### config.mk
export PLATFORM = sky130hd
export DESIGN_NAME = btel_top
export DESIGN_NICKNAME = d
export VERILOG_FILES = /design/src/include/btel_pkg.sv /design/src/rtl/btel_top.sv
export SDC_FILE = /design/constraint.sdc
export NUM_CORES = 1
export LEC_CHECK = 0
export BUFFER_PORTS_ARGS = -buffer_cell sky130_fd_sc_hd__buf_4
export CAP_MARGIN = 20
export CORE_MARGIN = 10
export CORE_UTILIZATION = 42
export CTS_CLUSTER_DIAMETER = 60
export DETAILED_ROUTE_END_ITERATION = 7
export PLACE_DENSITY = 0.78
export SYNTH_ARGS = -nofsm -noshare
export SYNTH_HDL_FRONTEND = slang
export SYNTH_SLANG_ARGS = --single-unit
### constraint.sdc
create_clock -name i_clk -period 1.7 [get_ports i_clk]
set_input_delay 0.34 -clock i_clk [delete_from_list [all_inputs] [get_ports i_clk]]
set_output_delay 0.34 -clock i_clk [all_outputs]
set_load 0.01 [all_outputs]
### src/include/btel_pkg.sv
// Constants and types for the bus target error logger.
// Assumes one system bus clock and a plain strobe register port.
package btel_pkg;

    // Register byte offsets
    localparam logic [7:0] OFS_LOG       = 8'h00;
    localparam logic [7:0] OFS_IRQ_STAT  = 8'h04;
    localparam logic [7:0] OFS_IRQ_MASK  = 8'h08;

    // Error log field positions
    localparam int MULTI_BIT = 31;
    localparam int CODE_HI   = 27;
    localparam int CODE_LO   = 24;
    localparam int ID_HI     = 15;
    localparam int ID_LO     = 8;
    localparam int REG_HI    = 7;
    localparam int REG_LO    = 4;
    localparam int CMD_HI    = 2;
    localparam int CMD_LO    = 0;

    // Error type encodings
    localparam logic [3:0] CODE_NONE = 4'h0;
    localparam logic [3:0] CODE_PERM = 4'h3;

    // Requester identifiers
    localparam logic [7:0] ID_RESERVED = 8'h00;
    localparam logic [7:0] ID_CPU_LO   = 8'h01;
    localparam logic [7:0] ID_CPU_HI   = 8'h02;
    localparam logic [7:0] ID_DMARD_LO = 8'h03;
    localparam logic [7:0] ID_DMARD_HI = 8'h04;
    localparam logic [7:0] ID_DMAWR_LO = 8'h05;
    localparam logic [7:0] ID_DMAWR_HI = 8'h06;
    localparam logic [7:0] ID_USB      = 8'h07;
    localparam logic [7:0] ID_ETH_RD   = 8'h08;
    localparam logic [7:0] ID_ETH_WR   = 8'h09;
    localparam logic [7:0] ID_OTH_MIN  = 8'h0a;
    localparam logic [7:0] ID_OTH_MAX  = 8'h0e;

    // Interrupt status and mask layout
    localparam int IRQ_W      = 2;
    localparam int IRQ_LOGGED = 0;
    localparam int IRQ_MULTI  = 1;
    localparam logic [IRQ_W-1:0] IRQ_RESET = 2'h0;

    typedef enum logic [2:0] {
        SRC_CPU,
        SRC_DMA_RD,
        SRC_DMA_WR,
        SRC_USB,
        SRC_ETH_RD,
        SRC_ETH_WR,
        SRC_OTHER
    } btel_src_t;

endpackage

### src/rtl/btel_top.sv
// Bus target error logger: records the first permission violation at
// one target, flags repeats, and raises a maskable interrupt.
// Assumes violation inputs are synchronous one-cycle pulses from the
// target's permission checker, and a single-cycle strobe register port.
//
// Notes on behaviour
// RULE1: Multi flag bit 31 sets when a violation arrives while one is already logged.
// RULE2: Writing one to bit 31 clears multi; writing zero leaves it.
// RULE3: Error type bits 27-24 show 0011 on violation, 0000 when none logged.
// RULE4: Writing ones to the error type field returns it to no-error.
// RULE5: Bits 15-8 capture the requester identifier of the logged violation, read-only.
// RULE6: Identifier encodes processor, DMA read/write, USB, Ethernet, other masters; else reserved.
// RULE7: Bits 30-28 and 23-16 always read zero; writes there do nothing.
// RULE8: Region bits 7-4 and command bits 2-0 captured on violation; reset zero.
`timescale 1ns/1ps
`default_nettype none

module btel_top (
    input  wire logic                    i_clk,
    input  wire logic                    i_nrst,
    input  wire logic [7:0]              i_addr,
    input  wire logic [31:0]             i_wdata,
    input  wire logic                    i_wr,
    input  wire logic                    i_rd,
    output var  logic [31:0]             o_rdata,
    input  wire logic                    i_viol,
    input  wire btel_pkg::btel_src_t     i_viol_src,
    input  wire logic [7:0]              i_viol_other_id,
    input  wire logic                    i_processor_priority_select,
    input  wire logic                    i_dma_priority_select,
    input  wire logic [3:0]              i_viol_region,
    input  wire logic [2:0]              i_viol_cmd,
    output var  logic                    o_error_logged,
    output var  logic                    o_irq
);

    logic [3:0]                err_code;
    logic                      multi;
    logic [7:0]                requester_identifier;
    logic [3:0]                region;
    logic [2:0]                cmd;
    logic [btel_pkg::IRQ_W-1:0] irq_stat;
    logic [btel_pkg::IRQ_W-1:0] irq_mask;
    logic [btel_pkg::IRQ_W-1:0] next_irq_stat;
    logic [btel_pkg::IRQ_W-1:0] next_irq_mask;
    logic [btel_pkg::IRQ_W-1:0] irq_events;
    logic [31:0]               log_word;
    logic [7:0]                viol_id;
    logic                      logged;
    logic                      wr_log;
    logic                      clr_multi;
    logic                      clr_code;
    logic                      first_viol;
    logic                      repeat_viol;
    logic                      rd_stat;

    // Identifier of the offending requester, by kind and priority
    function automatic logic [7:0] encode_id(
        input btel_pkg::btel_src_t src,
        input logic                cpu_pri,
        input logic                dma_pri,
        input logic [7:0]          other
    );
        logic [7:0] id;
        id = btel_pkg::ID_RESERVED;
        case (src)
            btel_pkg::SRC_CPU: begin
                id = cpu_pri ? btel_pkg::ID_CPU_HI : btel_pkg::ID_CPU_LO; // [RULE6]
            end
            btel_pkg::SRC_DMA_RD: begin
                id = dma_pri ? btel_pkg::ID_DMARD_HI : btel_pkg::ID_DMARD_LO; // [RULE6]
            end
            btel_pkg::SRC_DMA_WR: begin
                id = dma_pri ? btel_pkg::ID_DMAWR_HI : btel_pkg::ID_DMAWR_LO; // [RULE6]
            end
            btel_pkg::SRC_USB: begin
                id = btel_pkg::ID_USB; // [RULE6]
            end
            btel_pkg::SRC_ETH_RD: begin
                id = btel_pkg::ID_ETH_RD; // [RULE6]
            end
            btel_pkg::SRC_ETH_WR: begin
                id = btel_pkg::ID_ETH_WR; // [RULE6]
            end
            btel_pkg::SRC_OTHER: begin
                // Out-of-range master numbers would alias a named one, so log reserved
                if (other >= btel_pkg::ID_OTH_MIN && other <= btel_pkg::ID_OTH_MAX) begin
                    id = other; // [RULE6]
                end
            end
            default: begin
                id = btel_pkg::ID_RESERVED;
            end
        endcase
        return id;
    endfunction

    assign viol_id     = encode_id(i_viol_src, i_processor_priority_select,
                                   i_dma_priority_select, i_viol_other_id);
    assign logged      = (err_code != btel_pkg::CODE_NONE);
    assign first_viol  = i_viol && !logged;
    assign repeat_viol = i_viol && logged;
    assign wr_log      = i_wr && (i_addr == btel_pkg::OFS_LOG);
    assign clr_multi   = wr_log && i_wdata[btel_pkg::MULTI_BIT];
    assign clr_code    = wr_log && (|i_wdata[btel_pkg::CODE_HI:btel_pkg::CODE_LO]);
    assign rd_stat     = i_rd && (i_addr == btel_pkg::OFS_IRQ_STAT);

    // A violation landing on the clearing write wins, so no error is lost
    always_ff @(posedge i_clk) begin
        if (!i_nrst) begin
            err_code <= btel_pkg::CODE_NONE;
        end else if (i_viol) begin
            err_code <= btel_pkg::CODE_PERM; // [RULE3]
        end else if (clr_code) begin
            err_code <= btel_pkg::CODE_NONE; // [RULE4]
        end
    end

    always_ff @(posedge i_clk) begin
        if (!i_nrst) begin
            multi <= 1'b0;
        end else if (repeat_viol) begin
            multi <= 1'b1; // [RULE1]
        end else if (clr_multi) begin
            multi <= 1'b0; // [RULE2]
        end
    end

    // Details describe the first violation only; repeats just raise multi
    always_ff @(posedge i_clk) begin
        if (!i_nrst) begin
            requester_identifier <= btel_pkg::ID_RESERVED;
            region               <= 4'h0;
            cmd                  <= 3'h0;
        end else if (first_viol) begin
            requester_identifier <= viol_id;       // [RULE5]
            region               <= i_viol_region; // [RULE8]
            cmd                  <= i_viol_cmd;    // [RULE8]
        end
    end

    // Unimplemented bits are tied low in the read word
    always_comb begin
        log_word = 32'h0; // [RULE7]
        log_word[btel_pkg::MULTI_BIT]                 = multi;
        log_word[btel_pkg::CODE_HI:btel_pkg::CODE_LO] = err_code;
        log_word[btel_pkg::ID_HI:btel_pkg::ID_LO]     = requester_identifier;
        log_word[btel_pkg::REG_HI:btel_pkg::REG_LO]   = region;
        log_word[btel_pkg::CMD_HI:btel_pkg::CMD_LO]   = cmd;
    end

    // Interrupt events: set beats the read-clear in the same cycle
    always_comb begin
        irq_events                       = btel_pkg::IRQ_RESET;
        irq_events[btel_pkg::IRQ_LOGGED] = first_viol;
        irq_events[btel_pkg::IRQ_MULTI]  = repeat_viol;
        next_irq_stat = (rd_stat ? btel_pkg::IRQ_RESET : irq_stat) | irq_events;
        next_irq_mask = irq_mask;
        if (i_wr && (i_addr == btel_pkg::OFS_IRQ_MASK)) begin
            next_irq_mask = i_wdata[btel_pkg::IRQ_W-1:0];
        end
    end

    always_ff @(posedge i_clk) begin
        if (!i_nrst) begin
            irq_stat <= btel_pkg::IRQ_RESET;
        end else begin
            irq_stat <= next_irq_stat;
        end
    end

    always_ff @(posedge i_clk) begin
        if (!i_nrst) begin
            irq_mask <= btel_pkg::IRQ_RESET;
        end else begin
            irq_mask <= next_irq_mask;
        end
    end

    // Built from next values so the pin tracks status with no extra lag
    always_ff @(posedge i_clk) begin
        if (!i_nrst) begin
            o_irq <= 1'b0;
        end else begin
            o_irq <= |(next_irq_stat & next_irq_mask);
        end
    end

    always_ff @(posedge i_clk) begin
        if (!i_nrst) begin
            o_error_logged <= 1'b0;
        end else begin
            o_error_logged <= i_viol || (logged && !clr_code);
        end
    end

    // Read data stand for one cycle only; status shows its value before clearing
    always_ff @(posedge i_clk) begin
        if (!i_nrst) begin
            o_rdata <= 32'h0;
        end else if (i_rd) begin
            case (i_addr)
                btel_pkg::OFS_LOG: begin
                    o_rdata <= log_word; // [RULE7]
                end
                btel_pkg::OFS_IRQ_STAT: begin
                    o_rdata <= {30'h0, irq_stat};
                end
                btel_pkg::OFS_IRQ_MASK: begin
                    o_rdata <= {30'h0, irq_mask};
                end
                default: begin
                    o_rdata <= 32'h0;
                end
            endcase
        end else begin
            o_rdata <= 32'h0;
        end
    end
endmodule

`default_nettype wire

==> run metrics <==
status=finished clean; met1 Resource Use GR=between 10% and 20%; critical setup path kind=reg -> reg; pwr dens=832.4 mW/mm^2; share of layout cells above drive strength 1=36.67%; Syn-to-layout area delta=31.77%; CTS tree=done; Worst Skew=~0.0063 ns; Synth area leaders=dfxtp_1, buf_4, a21oi_1; initial antenna violation count=0; # fillers=around 360; Top FF cell, synth=dfxtp_1; PostCTS Resize Cnt=0; EDFF count, synth=0; CP Max Fanout=11; number of core rows=22; minimum clock period=around 1.4 ns; Layout Nets=304; Synth top cells by count=dfxtp_1, nand2_1, a21oi_1; CTS H-Tree Depth=2; Chip Width=~83 um; Post-Syn Area=between 0.0015 and 0.002 mm^2; Detail Route Antenna Nets=0; routed vias/inst=between 4 and 5; largest net degree at the start of global routing=14; GP Congestion=roughly 0.8; Vias=about 1400; Final HPWL DP=3.114 mm; sequential area share after synthesis=roughly half; Req. time, crit path=1.88 ns; Leakage=1.017 nW; synthesis-stage register bit count=40; biggest area consumer among synthesized cells=dfxtp_1; reg2reg setup slack=roughly 0.30 ns; Max Root-Sink Buffers=2; die height=around 83 um; drt pass-1 iters=4; Congestion Overflow GR=0; worst setup path end=requester_identifier[1]$_SDFFE_PN0P_; diode count=0; RSZ-0062 raised after global routing=no; Initial Util=about 44%; Cells after Synth=around 180; DR iter-0 viols=16; post-CTS setup buffer count=0; maxcap violations=0; Final setup viols=0; Arr. time, crit path=~1.6 ns; Reg2Reg Depth=4; Top Ports=slightly below 100; worst reg2reg path startpoint=err_code[0]$_SDFFE_PN0P_; GRT Util Overall=11.28%; maximum clock frequency=between 700 and 800 MHz; Worst-Skew Late Latency=a little under 0.3 ns; period utilization=82.37%; Synth Warn #=0; Hold/Removal Path Class=in -> reg; gr busiest metal=met2; reg-to-reg endpoint=requester_identifier[1]$_SDFFE_PN0P_; first-pass GRT wire length=5.940 mm; vias in the first global route=1393; Crit. End Element=register; grt met3 use=under 10%; routed len/inst=roughly 13 um; CP startpoint=err_code[0]$_SDFFE_PN0P_; hold_ws=between 0.2 and 0.3 ns; Worst Setup Start Kind=register; Yosys cell types=35; final hold violations=0; grt met2 use=approximately 20%; cts hold-fix bufs=0; DRC=0; CORE AREA=between 0.003 and 0.004 mm^2; worst vdd ir=about 0.34 mV; syn avg cell area=approximately 9.3 um^2; most common cell in the netlist=dfxtp_1; register area=about 800 um^2; CTS root buffer=clkbuf_8; die area=slightly below 0.007 mm^2; Clock Pin Slew Worst Setup and Hold Paths=roughly 0.08 ns; post-synthesis async set-or-reset flop share=0%; Inserted Clock Buffers=5; wirelength, routed=around 3.8 mm; Fin Setup TNS=0 ns; clk sinks=40; # port buffers=between 50 and 60; area of the multi-input gates=about 730 um^2; Max Slew Vio Count=0; top cell type's share of synthesized area=48.52%
[critical path: stages, from the launching register on]
cell and delay [ns]:
dfxtp_1 0.36, nand2b_1 0.34, and2_1 0.27, a311oi_1 0.25, nor2_1 0.07
[routing by layer]
metal | vias to the layer above | part of all wire, %
li1 | 697 | -
met1 | 602 | 39
met2 | 44 | 51
met3 | 7 | 7.4
met4 | 0 | 2.4
met5 | - | 0
[kinds of logic (layout without fill, tap and decap cells)]
group,count (synthesis),count (layout),synth area share (%)
other,1,14,0.2272
and+or+nand+nor,70,70,24.87
buffers and inverters,26,75,10.01
AOI/OAI and AO/OA,36,36,13.34
DFF,40,40,48.52
muxes,5,5,3.033
[registers in the layout (all words and copies together) (netlist names)]
register / flops
o_irq: 1
region: 4
irq_mask: 2
o_error_logged: 1
o_rdata: 17
err_code: 1
multi: 1
cmd: 3
irq_stat: 2
requester_identifier: 8
[placed cells by master (no fill, tap or decap), types with 2 or more instances in the layout]
master and instances:
buf_4 63, dfxtp_1 40, nand2_1 21, a21oi_1 20, conb_1 14, and2_2 12
nor2_1 8, and2_1 6, clkbuf_8 6, nor2b_1 5, o21ai_0 5, mux2i_1 5
inv_1 4, and3_1 4, nand3_1 4, nand4_1 2, o211ai_1 2, a311oi_1 2
a21boi_0 2, clkinv_2 2
[report_power, final]
| group | switching [W] | internal [W] | leakage [nW] |
|---|---|---|---|
| Combinational | 0.000100 | 0.0000995 | 0.641 |
| Clock | 0.000318 | 0.000324 | 0.0510 |
| Sequential | 0.0000108 | 0.000958 | 0.325 |
| Total | 0.000429 | 0.00138 | 1.02 |
[layout make-up]
type / count / area share, %
Tap cell: 48 / 2.762
Clock inverter: 2 / 0.4603
Multi-Input combinational cell: 125 / 33.72
Sequential cell: 40 / 36.82
Timing Repair Buffer: 63 / 21.75
Inverter: 4 / 0.6904
Clock buffer: 6 / 3.797
[through the flow]
step / instance area [um^2] / setup slack, ns / utilization [%] / power [W] / cells
finish: 2175 / 0.2997 / 58.09 / 0.001810 / 288
global route: 2175 / 0.1857 / 58.09 / 0.001884 / 288
CTS: 2175 / 0.3072 / 58.09 / 0.001825 / 288
detailed placement: 2082 / 0.1561 / 55.62 / 0.001190 / 280
global placement: 2082 / 0.1696 / 55.62 / 0.001184 / 280
floorplan: 1699 / 0.3532 / - / 0.001108 / 191
[worst min-delay path by stage]
stage / slack [ns] / cells after the start / startpoint / to
2_1_floorplan: 0.42 / 1 / requester_identifier[4]$_SDFFE_PN0P_ / o_rdata[12]$_SDFF_PN0_
5_1_grt: 0.29 / 3 / i_viol_cmd[2] / cmd[2]$_SDFFE_PN0P_
6_report: 0.29 / 3 / i_viol_region[3] / region[3]$_SDFFE_PN0P_
3_3_place_gp: 0.44 / 1 / requester_identifier[5]$_SDFFE_PN0P_ / o_rdata[13]$_SDFF_PN0_
4_1_cts: 0.28 / 3 / i_viol_region[3] / region[3]$_SDFFE_PN0P_
3_5_place_dp: 0.44 / 2 / requester_identifier[3]$_SDFFE_PN0P_ / requester_identifier[3]$_SDFFE_PN0P_
No activity file was read; power rests on OpenSTA's default activity.
